`src/trim_pkg.sv`:
```
// constants, carriers and address decode for the trim and timing-adjust bank
package trim_pkg;

    localparam int unsigned ADDR_W   = 12;
    localparam int unsigned NUM_REGS = 8;

    // register indices; the byte address is four times the index
    localparam logic [9:0] IDX_INPUT_A_TERM   = 10'h07E;
    localparam logic [9:0] IDX_INPUT_B_TERM   = 10'h07F;
    localparam logic [9:0] IDX_CORE_A_FG      = 10'h080;
    localparam logic [9:0] IDX_CORE_B_FG      = 10'h081;
    localparam logic [9:0] IDX_CORE_A_BG      = 10'h082;
    localparam logic [9:0] IDX_CORE_C_BG_P0   = 10'h083;
    localparam logic [9:0] IDX_CORE_C_BG_P90  = 10'h084;
    localparam logic [9:0] IDX_CORE_B_BG      = 10'h085;

    // slots inside the bank, in index order
    localparam logic [2:0] SLOT_INPUT_A_TERM  = 3'h0;
    localparam logic [2:0] SLOT_INPUT_B_TERM  = 3'h1;
    localparam logic [2:0] SLOT_CORE_A_FG     = 3'h2;
    localparam logic [2:0] SLOT_CORE_B_FG     = 3'h3;
    localparam logic [2:0] SLOT_CORE_A_BG     = 3'h4;
    localparam logic [2:0] SLOT_CORE_C_BG_P0  = 3'h5;
    localparam logic [2:0] SLOT_CORE_C_BG_P90 = 3'h6;
    localparam logic [2:0] SLOT_CORE_B_BG     = 3'h7;

    localparam logic [1:0] RESP_OKAY   = 2'h0;
    localparam logic [1:0] RESP_SLVERR = 2'h2;
    localparam logic [7:0] TRIM_CLEAR  = 8'h00;
    localparam logic [23:0] RDATA_PAD  = 24'h000000;

    typedef logic [7:0]          trim_t;
    typedef trim_t [NUM_REGS-1:0] bank_t;

    typedef struct packed {
        logic single_channel;
        logic background;
        logic c_phase_90;
    } cal_mode_t;

    typedef struct packed {
        trim_t core_a;
        trim_t core_b;
        trim_t core_c;
        logic  core_c_used;
        logic  applied;
    } core_timing_t;

    typedef struct packed {
        bank_t              bank;
        logic               load_pending;
        logic               awready;
        logic               wready;
        logic               arready;
        logic               aw_got;
        logic               w_got;
        logic [ADDR_W-1:0]  awaddr;
        trim_t              wdata;
        logic               wstrb0;
        logic               bvalid;
        logic [1:0]         bresp;
        logic               rvalid;
        logic [1:0]         rresp;
        trim_t              rdata;
        core_timing_t       timing;
    } state_t;

    // {hit, slot} for a byte address
    function automatic logic [3:0] decode_slot(input logic [ADDR_W-1:0] addr);
        logic [9:0] idx;
        logic [9:0] rel;
        idx = addr[ADDR_W-1:2];
        rel = idx - IDX_INPUT_A_TERM;
        if (idx >= IDX_INPUT_A_TERM && idx <= IDX_CORE_B_BG) begin
            decode_slot = {1'b1, rel[2:0]};
        end else begin
            decode_slot = 4'h0;
        end
    endfunction

endpackage

```
`src/timing_select.sv`:
```
// picks the per-core sampling adjustments for the current mode and phase
`timescale 1ns/1ps
module timing_select
    import trim_pkg::*;
(
    // bank and mode
    input  trim_pkg::bank_t        bank,
    input  trim_pkg::cal_mode_t    mode,
    // selected adjustments
    output trim_pkg::core_timing_t sel
);
    import trim_pkg::*;

    always_comb begin
        sel = '0;
        if (mode.single_channel && !mode.background) begin
            sel.core_a  = bank[SLOT_CORE_A_FG];
            sel.core_b  = bank[SLOT_CORE_B_FG];
            sel.applied = 1'b1;
        end else if (mode.single_channel && mode.background) begin
            sel.core_a      = bank[SLOT_CORE_A_BG];
            sel.core_b      = bank[SLOT_CORE_B_BG];
            sel.core_c      = mode.c_phase_90 ? bank[SLOT_CORE_C_BG_P90] : bank[SLOT_CORE_C_BG_P0];
            sel.core_c_used = 1'b1;
            sel.applied     = 1'b1;
        end
        // dual-channel adjustments live outside this bank: nothing applied
    end
endmodule

```
`src/trim_and_timing_adjust_regs.sv`:
```
// AXI4-Lite bank of termination trims and sampling-instant adjustments
//
// The AXI4-Lite register port was decided locally.
`timescale 1ns/1ps
module trim_and_timing_adjust_regs
    import trim_pkg::*;
(
    // clock, reset, enable
    input  wire logic                   aclk,
    input  wire logic                   aresetn,
    input  wire logic                   clk_en,
    // axi4-lite write address
    input  wire logic [ADDR_W-1:0]      awaddr,
    input  wire logic [2:0]             awprot,
    input  wire logic                   awvalid,
    output logic                        awready,
    // axi4-lite write data
    input  wire logic [31:0]            wdata,
    input  wire logic [3:0]             wstrb,
    input  wire logic                   wvalid,
    output logic                        wready,
    // axi4-lite write response
    output logic [1:0]                  bresp,
    output logic                        bvalid,
    input  wire logic                   bready,
    // axi4-lite read address
    input  wire logic [ADDR_W-1:0]      araddr,
    input  wire logic [2:0]             arprot,
    input  wire logic                   arvalid,
    output logic                        arready,
    // axi4-lite read data
    output logic [31:0]                 rdata,
    output logic [1:0]                  rresp,
    output logic                        rvalid,
    input  wire logic                   rready,
    // factory trim store and calibration mode
    input  trim_pkg::bank_t             factory_trim,
    input  trim_pkg::cal_mode_t         cal_mode,
    // trims and selected adjustments
    output trim_pkg::trim_t             input_a_termination_trim,
    output trim_pkg::trim_t             input_b_termination_trim,
    output trim_pkg::core_timing_t      core_timing
);
    import trim_pkg::*;

    localparam state_t STATE_RESET = '{
        bank:         '0,
        load_pending: 1'b1,
        awready:      1'b0,
        wready:       1'b0,
        arready:      1'b0,
        aw_got:       1'b0,
        w_got:        1'b0,
        awaddr:       '0,
        wdata:        TRIM_CLEAR,
        wstrb0:       1'b0,
        bvalid:       1'b0,
        bresp:        RESP_OKAY,
        rvalid:       1'b0,
        rresp:        RESP_OKAY,
        rdata:        TRIM_CLEAR,
        timing:       '0
    };

    state_t             st_q;
    state_t             st_d;
    core_timing_t       sel;

    logic               aw_hs;
    logic               w_hs;
    logic               ar_hs;
    logic               wr_fire;
    logic [ADDR_W-1:0]  wr_addr;
    trim_t              wr_byte;
    logic               wr_strb0;
    logic [3:0]         wr_dec;
    logic [3:0]         rd_dec;
    bank_t              keep_mask;

    timing_select u_timing_select (
        .bank (st_q.bank),
        .mode (cal_mode),
        .sel  (sel)
    );

    // channel handshakes and merged write beat
    always_comb begin
        aw_hs    = awvalid && st_q.awready;
        w_hs     = wvalid && st_q.wready;
        ar_hs    = arvalid && st_q.arready;
        wr_addr  = st_q.aw_got ? st_q.awaddr : awaddr;
        wr_byte  = st_q.w_got ? st_q.wdata : wdata[7:0];
        wr_strb0 = st_q.w_got ? st_q.wstrb0 : wstrb[0];
        wr_fire  = (st_q.aw_got || aw_hs) && (st_q.w_got || w_hs);
        wr_dec   = decode_slot(wr_addr);
        rd_dec   = decode_slot(araddr);
        keep_mask = '1;
        if (wr_fire && wr_dec[3] && wr_strb0) begin
            keep_mask[wr_dec[2:0]] = TRIM_CLEAR;
        end
    end

    always_comb begin
        st_d = st_q;
        st_d.timing = sel;
        if (st_q.load_pending) begin
            // factory contents land on the first edge with clk_en high after release
            st_d.bank         = factory_trim;
            st_d.load_pending = 1'b0;
            st_d.awready      = 1'b1;
            st_d.wready       = 1'b1;
            st_d.arready      = 1'b1;
        end else begin
            if (aw_hs) begin
                st_d.awready = 1'b0;
                st_d.aw_got  = 1'b1;
                st_d.awaddr  = awaddr;
            end
            if (w_hs) begin
                st_d.wready = 1'b0;
                st_d.w_got  = 1'b1;
                st_d.wdata  = wdata[7:0];
                st_d.wstrb0 = wstrb[0];
            end
            if (wr_fire) begin
                st_d.aw_got = 1'b0;
                st_d.w_got  = 1'b0;
                st_d.bvalid = 1'b1;
                st_d.bresp  = wr_dec[3] ? RESP_OKAY : RESP_SLVERR;
                // only lane 0 carries data; one slot changes
                if (wr_dec[3] && wr_strb0) begin
                    st_d.bank[wr_dec[2:0]] = wr_byte;
                end
            end
            if (st_q.bvalid && bready) begin
                st_d.bvalid  = 1'b0;
                st_d.awready = 1'b1;
                st_d.wready  = 1'b1;
            end
            if (ar_hs) begin
                st_d.arready = 1'b0;
                st_d.rvalid  = 1'b1;
                st_d.rresp   = rd_dec[3] ? RESP_OKAY : RESP_SLVERR;
                st_d.rdata   = rd_dec[3] ? st_q.bank[rd_dec[2:0]] : TRIM_CLEAR;
            end
            if (st_q.rvalid && rready) begin
                st_d.rvalid  = 1'b0;
                st_d.arready = 1'b1;
            end
        end
    end

    always_ff @(posedge aclk) begin
        if (!aresetn) begin
            st_q <= STATE_RESET;
        end else if (clk_en) begin
            st_q <= st_d;
        end
    end

    assign awready                  = st_q.awready;
    assign wready                   = st_q.wready;
    assign bvalid                   = st_q.bvalid;
    assign bresp                    = st_q.bresp;
    assign arready                  = st_q.arready;
    assign rvalid                   = st_q.rvalid;
    assign rresp                    = st_q.rresp;
    assign rdata                    = {RDATA_PAD, st_q.rdata};
    assign input_a_termination_trim = st_q.bank[SLOT_INPUT_A_TERM];
    assign input_b_termination_trim = st_q.bank[SLOT_INPUT_B_TERM];
    assign core_timing              = st_q.timing;
endmodule

```
`config.mk`:
```
export PLATFORM = sky130hd
export DESIGN_NAME = trim_and_timing_adjust_regs
export DESIGN_NICKNAME = d
export VERILOG_FILES = /design/src/trim_pkg.sv /design/src/timing_select.sv /design/src/trim_and_timing_adjust_regs.sv
export SDC_FILE = /design/constraint.sdc
export NUM_CORES = 1
export LEC_CHECK = 0
export ABC_AREA = 1
export BUFFER_PORTS_ARGS = -buffer_cell sky130_fd_sc_hd__buf_2
export CORE_UTILIZATION = 40
export DETAILED_ROUTE_END_ITERATION = 6
export RECOVER_POWER = 25
export SYNTH_ARGS = -nofsm -noshare
export SYNTH_HDL_FRONTEND = slang
export SYNTH_SLANG_ARGS = --single-unit
```
`constraint.sdc`:
```
create_clock -name aclk -period 4.9 [get_ports aclk]
set_input_delay 0.735 -clock aclk [delete_from_list [all_inputs] [get_ports aclk]]
set_output_delay 0.735 -clock aclk [all_outputs]
set_load 0.05 [all_outputs]
```
==> results of run 1 <==
[registers in the layout, summed over array words and instances, names as in the netlist]
register / cells
arready: 1
input_b_termination_trim: 8
bvalid: 1
rresp: 1
rdata: 8
input_a_termination_trim: 8
awready: 1
wready: 1
core_timing: 26
rvalid: 1
bresp: 1
st_q: 70
[kinds of logic (layout without fill, tap and decap cells)]
kind of cell,Yosys count,after routing,share of synthesized area
AOI/OAI and AO/OA,167,167,0.118
other,1,26,0.000497
and+or+nand+nor,683,683,0.370
DFF,127,127,0.337
buffers and inverters,256,327,0.175
[tightest hold or removal path, stage by stage, from the launching register on]
cell     delay (ns)
dfxtp_1        0.31
nand2_1        0.06
a21oi_1        0.05
[area by class of cell]
class / instances / area share
multi-input combinational: 876 / 0.444
sequential: 127 / 0.298
timing repair buffer: 169 / 0.0954
inverter: 126 / 0.0555
clock buffer: 22 / 0.0545
tap: 229 / 0.0336
clock inverter: 10 / 0.0188
[layout by cell type, fill, tap and decap left out, types with 3 or more instances in the layout]
| cell type | synthesis | layout |
|---|---|---|
| nand2_1 | 394 | 394 |
| nor2_1 | 189 | 189 |
| dfxtp_1 | 127 | 126 |
| inv_1 | 118 | 118 |
| buf_2 | 4 | 118 |
| o21ai_0 | 109 | 109 |
| nand3_1 | 49 | 49 |
| clkbuf_1 | 40 | 45 |
| a21oi_1 | 39 | 39 |
| conb_1 | 1 | 26 |
| nand4_1 | 20 | 20 |
| clkbuf_16 | 0 | 17 |
| nor3_1 | 10 | 10 |
| nand2_2 | 8 | 8 |
| buf_4 | 78 | 8 |
| clkinv_1 | 5 | 5 |
| o211ai_1 | 5 | 5 |
| nand2_4 | 4 | 4 |
| clkinvlp_4 | 0 | 4 |
| bufinv_16 | 0 | 4 |
| inv_2 | 3 | 3 |
| nand4_2 | 3 | 3 |
| a221oi_1 | 3 | 3 |
[worst max path at each step]
stage / from / end / slack [ns] / cells past startpoint
detailed placement: clk_en / st_q[62] / 1.80 / 7
global placement: clk_en / st_q[62] / 1.84 / 7
finish: st_q[62] / st_q[113] / 2.18 / 13
floorplan: araddr[11] / rdata[5] / 2.54 / 10
CTS: st_q[66] / st_q[62] / 2.11 / 6
global route: st_q[66] / st_q[62] / 1.82 / 6
[per-stage QoR]
step           power [µW]  utilization  hold WS, ns  cell area (µm²)
6_report             2990        0.468        0.460             8520
5_1_grt              3110        0.468        0.476             8520
4_1_cts              3000        0.471        0.460             8580
3_5_place_dp         1660        0.437        0.451             7950
3_3_place_gp         1660        0.437        0.448             7950
2_1_floorplan        1550            -        0.441             7640
[power by group]
part | total [µW] | internal, µW | switching [µW]
combinational | 512 | 140 | 372
clock | 1350 | 875 | 476
sequential | 1130 | 1090 | 42.8
total | 2990 | 2100 | 891
[routing by layer]
layer,vias to the layer above,share of wire,track usage
li1,3908,-,-
met1,3372,0.46,0.329
met2,260,0.45,0.381
met3,33,0.065,0.0509
met4,0,0.023,0.0901
met5,-,0,0
==> reports/qor.csv, run 1 <==
stage,metric,value,unit
synthesis,yosysMostFrequentCell,nand2_1,
worst_setup_path,cp_common_cell,nand2_1,
worst_setup_path,start_kind,register,
placed_design,io_buffers,160,
detailed_routing,wl_per_cell,15.1,µm
worst_setup_path,cp_top_family,simple AND/OR/NAND/NOR gates,
floorplanning,pin_count,224,
min_path,whs_endpoint,core_timing[0],
cts,cts_tree,yes,
detailed_routing,finalWirelength,23600,µm
synthesis,async_reset_ff_frac,0,
worst_setup_path,ff2ff_setup_slack,2.18,ns
floorplanning,num_rows,49,
worst_setup_path,r2r-end,st_q[113],
layout,final-instance-count-excl-fill,1559,
min_path,hold_path_class,register to register,
worst_setup_path,r2r_start,st_q[62],
floorplanning,die_area,19400,µm²
run_status,violations,"capacitance limit, slew limit",
power_and_ir_drop,leakage,0.00426,µW
cts,post_cts_buffers,0,
layout,multi_input_area,3780,µm²
timing,fin_tns_setup,0,ns
synthesis,yosys-top-cells-count,"nand2_1, nor2_1, dfxtp_1",
detailed_routing,drt_first_pass_iters,5,
timing,drv_slew,101,
detailed_routing,drtAntennaViolNets,0,
floorplanning,start_util,0.415,
detailed_routing,drcViolationCount,0,
synthesis,synth.top_cell.area_share,0.337,
timing,worst_pin_slew,2.07,ns
grt,grt_pass1_wl,36200,µm
cts,hold_buffers,0,
layout,fill_cells,1988,
detailed_routing,drt_iter0_markers,550,
grt,grt_use_total,0.243,
power_and_ir_drop,vdd_drop_max,0.250,mV
run_status,status,"finished, violations left",
layout,nets,1458,
synthesis,yosys_warnings,0,
worst_setup_path,cpPeakStageDelay,0.53,ns
timing,report.final.setup_viol,0,
cts,cts_buffer_depth,2,
synthesis,syn_area,7550,µm²
worst_setup_path,crit_type,register to register,
timing,rsz0062_at_grt,no,
detailed_routing,viasPerCell,4.86,
floorplanning,fp.coreArea,18200,µm²
synthesis,yosysTopAreaCell,dfxtp_1,
worst_setup_path,crit_path_end_kind,register,
layout,regArea,2540,µm²
worst_setup_path,cp_cell_sequence,inv_2 -> or2_1 -> o21ai_0 -> inv_2 -> nand2_1 -> nand2_2 -> nor2_4 -> nand4_2 -> nand2_1 -> nand2_2 -> nand2_1 -> nand2_1 -> nor2_1,
timing,slew_headroom,-0.377,
cts,clk_pin_slew,0.06,ns
placed_design,hpwl,16700,µm
grt,grt_pass1_vias,6686,
worst_setup_path,critPathMaxFanout,16,
min_path,whs_path_depth,2,
timing,fin_crit_sh,0.555,
timing,fmax,0.368,GHz
cts,cts_buffers,17,
synthesis,ys_ff_latch,127,
synthesis,synth_seq_area_share,0.337,
cts,clkLatencyLatePin,0.43,ns
grt,antenna_found_initial,0,
cts,cts-resized-gates,0,
worst_setup_path,crit_slowest_cell,dfxtp_1,
cts,cts-htree-levels,4,
worst_setup_path,cp.required,5.26,ns
placed_design,gp_congestion,0.897,
synthesis,synth_top_flop_cell,dfxtp_1,
worst_setup_path,crit_buf_inv,2,
synthesis,post_synth_num_cell_types,35,
timing,hold_viol_final,0,
placed_design,dp.cells,1527,
grt,overflow,0,
synthesis,synth-edff-count,0,
synthesis,syn-instance-count,1234,
floorplanning,fp.dieH,139,µm
timing,post-route-min-period,2.72,ns
min_path,min-delay-start,core_timing[0],
layout,area_growth,12.9,%
timing,fin_ws,2.18,ns
layout,drive_gt1_frac,0.137,
worst_setup_path,r2r_cells,13,
synthesis,syn_area_per_cell,6.12,µm²
floorplanning,die_x,139,µm
flow_run,max-cap-violations,1,
layout,antenna_cells,0,
timing,finClkSkew,0.00748,ns
power_and_ir_drop,power_density,351,nW/µm²
synthesis,synth_area_leaders,"dfxtp_1, nand2_1, nor2_1, buf_4, o21ai_0",
placed_design,dp_slack,1.80,ns
worst_setup_path,cp_data_arrival_time,3.07,ns
grt,grt_max_degree,101,
detailed_routing,vias,7573,
cts,cts_root_buffer,clkbuf_16,
cts,numClockSinks,127,
Note: power is estimated with default switching activity, not from simulation.
==> run 2: changes to the inputs <==
--- a/config.mk
+++ b/config.mk
@@ -5,7 +5,7 @@
 export SDC_FILE = /design/constraint.sdc
 export NUM_CORES = 1
 export LEC_CHECK = 0
-export ABC_AREA = 1
+export ABC_AREA = 0
 export BUFFER_PORTS_ARGS = -buffer_cell sky130_fd_sc_hd__buf_2
 export CORE_UTILIZATION = 40
 export DETAILED_ROUTE_END_ITERATION = 6
==> constraint.sdc (replaced) <==
create_clock -name aclk -period 2.8 [get_ports aclk]
set_input_delay 0.42 -clock aclk [delete_from_list [all_inputs] [get_ports aclk]]
set_output_delay 0.42 -clock aclk [all_outputs]
set_load 0.05 [all_outputs]
==> run 2 against run 1 <==
Against the previous run: routed wire length up 4.7%; die area down 0.31%; the flow finishes with violations (DRC); first-iteration DRC count up 9.5%; flip-flop and latch count unchanged; sequential share of layout area down 0.11 points; synthesized cell count down 24%; utilization up 0.15 points; critical path type unchanged; critical endpoint is now st_q[122]; total power up 63%; sequential power up 77%.
==> reports/qor.csv, run 2 <==
stage,metric,value,unit,change
run_status,status,"finished, violations left",,unchanged
run_status,violations,DRC,,"was capacitance limit, slew limit"
floorplanning,fp.coreArea,18200,µm²,unchanged
synthesis,yosysTopAreaCell,dfxtp_1,,unchanged
layout,mostFrequentLayoutCells,"buf_2, dfxtp_1, a21oi_1, nor2_1, a211oi_1",,"was nand2_1, nor2_1, dfxtp_1, inv_1, buf_2"
floorplanning,num_rows,49,,unchanged
grt,grt_pass1_wl,37700,µm,was 36200 µm
detailed_routing,finalWirelength,24700,µm,was 23600 µm
flow_run,max-cap-violations,0,,was 1
grt,grt_use_total,0.253,,was 0.243
layout,nets,1148,,was 1458
worst_setup_path,start_kind,register,,unchanged
worst_setup_path,r2r-end,st_q[122],,was st_q[113]
worst_setup_path,r2r_cells,5,,was 13
cts,cts_buffer_depth,2,,unchanged
synthesis,async_reset_ff_frac,0,,unchanged
synthesis,post_synth_num_cell_types,59,,was 35
synthesis,synth.top_cell.area_share,0.338,,was 0.337
synthesis,synth_top_flop_cell,dfxtp_1,,unchanged
min_path,hold_path_class,input pin to register,,was register to register
worst_setup_path,cp.required,3.08,ns,was 5.26 ns
detailed_routing,drt_first_pass_iters,7,,was 5
detailed_routing,drtAntennaViolNets,0,,unchanged
detailed_routing,wl_per_cell,19.8,µm,was 15.1 µm
detailed_routing,vias,7228,,was 7573
cts,numClockSinks,127,,unchanged
cts,cts_buffers,17,,unchanged
timing,drv_slew,0,,was 101
grt,antenna_found_initial,0,,unchanged
worst_setup_path,ff2ff_setup_slack,0.23,ns,was 2.18 ns
cts,post_cts_buffers,0,,unchanged
grt,grt_max_degree,107,,was 101
timing,fmax,0.389,GHz,was 0.368 GHz
detailed_routing,viasPerCell,5.79,,was 4.86
cts,cts_tree,yes,,unchanged
detailed_routing,wl_met3,1720,µm,was 1540 µm
timing,fin_crit_sh,0.917,,was 0.555
cts,cts-resized-gates,0,,unchanged
worst_setup_path,critPathMaxFanout,17,,was 16
synthesis,synth_seq_area_share,0.338,,was 0.337
cts,clk_pin_slew,0.06,ns,about the same
synthesis,synth-edff-count,0,,unchanged
placed_design,io_buffers,160,,unchanged
synthesis,ys_ff_latch,127,,unchanged
power_and_ir_drop,vdd_drop_max,0.457,mV,was 0.250 mV
worst_setup_path,crit_type,register to register,,unchanged
layout,utilization,0.470,,was 0.468
synthesis,synth_xor_area_frac,0,,unchanged
synthesis,synth_area_leaders,"dfxtp_1, buf_4, a211oi_1, mux2i_1, a21oi_1",,"was dfxtp_1, nand2_1, nor2_1, buf_4, o21ai_0"
layout,drive_gt1_frac,0.225,,was 0.137
floorplanning,fp.dieH,139,µm,about the same
timing,post-route-min-period,2.57,ns,was 2.72 ns
timing,fin_ws,0.231,ns,was 2.18 ns
placed_design,gp_congestion,0.873,,was 0.897
placed_design,dpl_cell_area,8040,µm²,was 7950 µm²
timing,worst_pin_slew,1.03,ns,was 2.07 ns
timing,report.final.setup_viol,0,,unchanged
detailed_routing,drcViolationCount,12,,was 0
synthesis,synth_fa_ha_area_frac,0,,unchanged
detailed_routing,drt_iter0_markers,602,,was 550
layout,largest_reg_flops,70,,unchanged
placed_design,hpwl,17800,µm,was 16700 µm
synthesis,synth_compound_area_frac,0.277,,was 0.118
synthesis,synthMuxAreaShare,0.0713,,was 0
cts,clkLatencyLatePin,0.42,ns,was 0.43 ns
timing,rsz0062_at_grt,no,,unchanged
worst_setup_path,cp_top_family,compound AO/OA/AOI/OAI gates,,was simple AND/OR/NAND/NOR gates
detailed_routing,wl_met1,11400,µm,was 10900 µm
timing,finClkSkew,0.00691,ns,was 0.00748 ns
layout,final_common_cell,buf_2,,was nand2_1
cts,hold_buffers,0,,unchanged
floorplanning,die_x,139,µm,about the same
cts,cts-htree-levels,4,,unchanged
placed_design,dp_slack,0.316,ns,was 1.80 ns
power_and_ir_drop,leakage,0.00339,µW,was 0.00426 µW
detailed_routing,wl_met2,10900,µm,was 10600 µm
layout,regMostFlops,st_q,,unchanged
floorplanning,start_util,0.413,,was 0.415
min_path,whs_endpoint,rvalid,,was core_timing[0]
synthesis,yosysMostFrequentCell,dfxtp_1,,was nand2_1
worst_setup_path,crit_path_end_kind,register,,unchanged
layout,area_growth,13.6,%,was 12.9%
synthesis,syn_area_per_cell,8.07,µm²,was 6.12 µm²
layout,finalInstanceArea,8550,µm²,was 8520 µm²
worst_setup_path,crit_buf_inv,0,,was 2
worst_setup_path,cpPeakStageDelay,0.70,ns,was 0.53 ns
floorplanning,pin_count,224,,unchanged
synthesis,yosys-top-cells-count,"dfxtp_1, a21oi_1, buf_4",,"was nand2_1, nor2_1, dfxtp_1"
grt,overflow,0,,unchanged
floorplanning,die_area,19400,µm²,about the same
worst_setup_path,r2r_start,st_q[62],,unchanged
min_path,whs_path_depth,2,,unchanged
timing,hold_viol_final,0,,unchanged
grt,grt_pass1_vias,6696,,was 6686
synthesis,yosys.area_share.simple,0.187,,was 0.370
worst_setup_path,crit_slowest_cell,dfxtp_1,,unchanged
synthesis,synth_top_family_by_area,compound AO/OA/AOI/OAI gates,,was simple AND/OR/NAND/NOR gates
synthesis,yosys_warnings,0,,unchanged
timing,slew_headroom,0.311,,was -0.377
power_and_ir_drop,power_density,572,nW/µm²,was 351 nW/µm²
synthesis,syn_area,7520,µm²,was 7550 µm²
timing,fin_tns_setup,0,ns,unchanged
power_and_ir_drop,power,4890,µW,was 2990 µW
worst_setup_path,cp_cell_sequence,mux2i_2 -> o2111ai_1 -> nor2_1 -> a21o_1 -> a211oi_1,,was inv_2 -> or2_1 -> o21ai_0 -> inv_2 -> nand2_1 -> nand2_2 -> nor2_4 -> nand4_2 -> nand2_1 -> nand2_2 -> nand2_1 -> nand2_1 -> nor2_1
worst_setup_path,cp_data_arrival_time,2.85,ns,was 3.07 ns
min_path,min-delay-start,rready,,was core_timing[0]
layout,antenna_cells,0,,unchanged
detailed_routing,topRoutingLayerUsed,met4,,unchanged
synthesis,syn-instance-count,933,,was 1234
cts,cts_root_buffer,clkbuf_16,,unchanged
-- run 2: cell types whose count changed after synthesis, sizes merged, moves of 48 or more --
cell | before | now
o21ai | 111 | 7
mux2i | 0 | 48
a22oi | 0 | 48
nor3 | 11 | 63
a211oi | 0 | 70
nor2 | 190 | 78
a21oi | 42 | 92
inv | 121 | 14
nand2 | 406 | 57
-- run 2: per-layer routing --
| metal | vias up | GRT usage |
|---|---|---|
| met4 | 0 | 0.0936 |
| met3 | 50 | 0.0473 |
| met5 | - | 0 |
| met2 | 315 | 0.380 |
| li1 | 3506 | - |
| met1 | 3357 | 0.359 |
-- run 2: power by group --
| part | internal (µW) | switching (µW) |
|---|---|---|
| logic | 284 | 586 |
| registers | 1900 | 106 |
| clock network | 1150 | 871 |
-- run 2: through the flow --
| step | std cells | hold slack, ns |
|---|---|---|
| floorplan | 958 | 0.432 |
| global placement | 1217 | 0.436 |
| detailed placement | 1217 | 0.447 |
| CTS | 1249 | 0.199 |
| global route | 1249 | 0.209 |
| finish | 1249 | 0.210 |
-- run 2: cells by family after synthesis --
group           after synthesis
compound gates              299
simple gates                283
flops                       127
buf+inv                     170
other cells                   1
mux                          53
-- run 2: worst register-to-register path: stages (launching register included) --
cell	delay, ns
dfxtp_1	0.70
mux2i_2	0.33
o2111ai_1	0.29
nor2_1	0.63
a21o_1	0.37
a211oi_1	0.11
-- run 2: area by class of cell --
| cell class | count | area, µm² |
|---|---|---|
| inverters | 14 | 53.8 |
| flip-flops and latches | 127 | 2540 |
| clock inverters | 14 | 93.8 |
| clock buffers | 18 | 439 |
| fillers | 1899 | 9660 |
| multi-input cells | 661 | 4140 |
| well taps | 229 | 287 |
| repair buffers | 186 | 997 |
-- run 2: how the worst max path moves through the flow --
stage                                       end  cells after the start     start
global placement    input_a_termination_trim[0]                      5  st_q[62]
finish                                st_q[122]                      5  st_q[62]
CTS                 input_a_termination_trim[0]                      5  st_q[62]
global route                          st_q[101]                      6  st_q[62]
detailed placement  input_a_termination_trim[0]                      5  st_q[62]
floorplan           input_a_termination_trim[0]                      6    wready
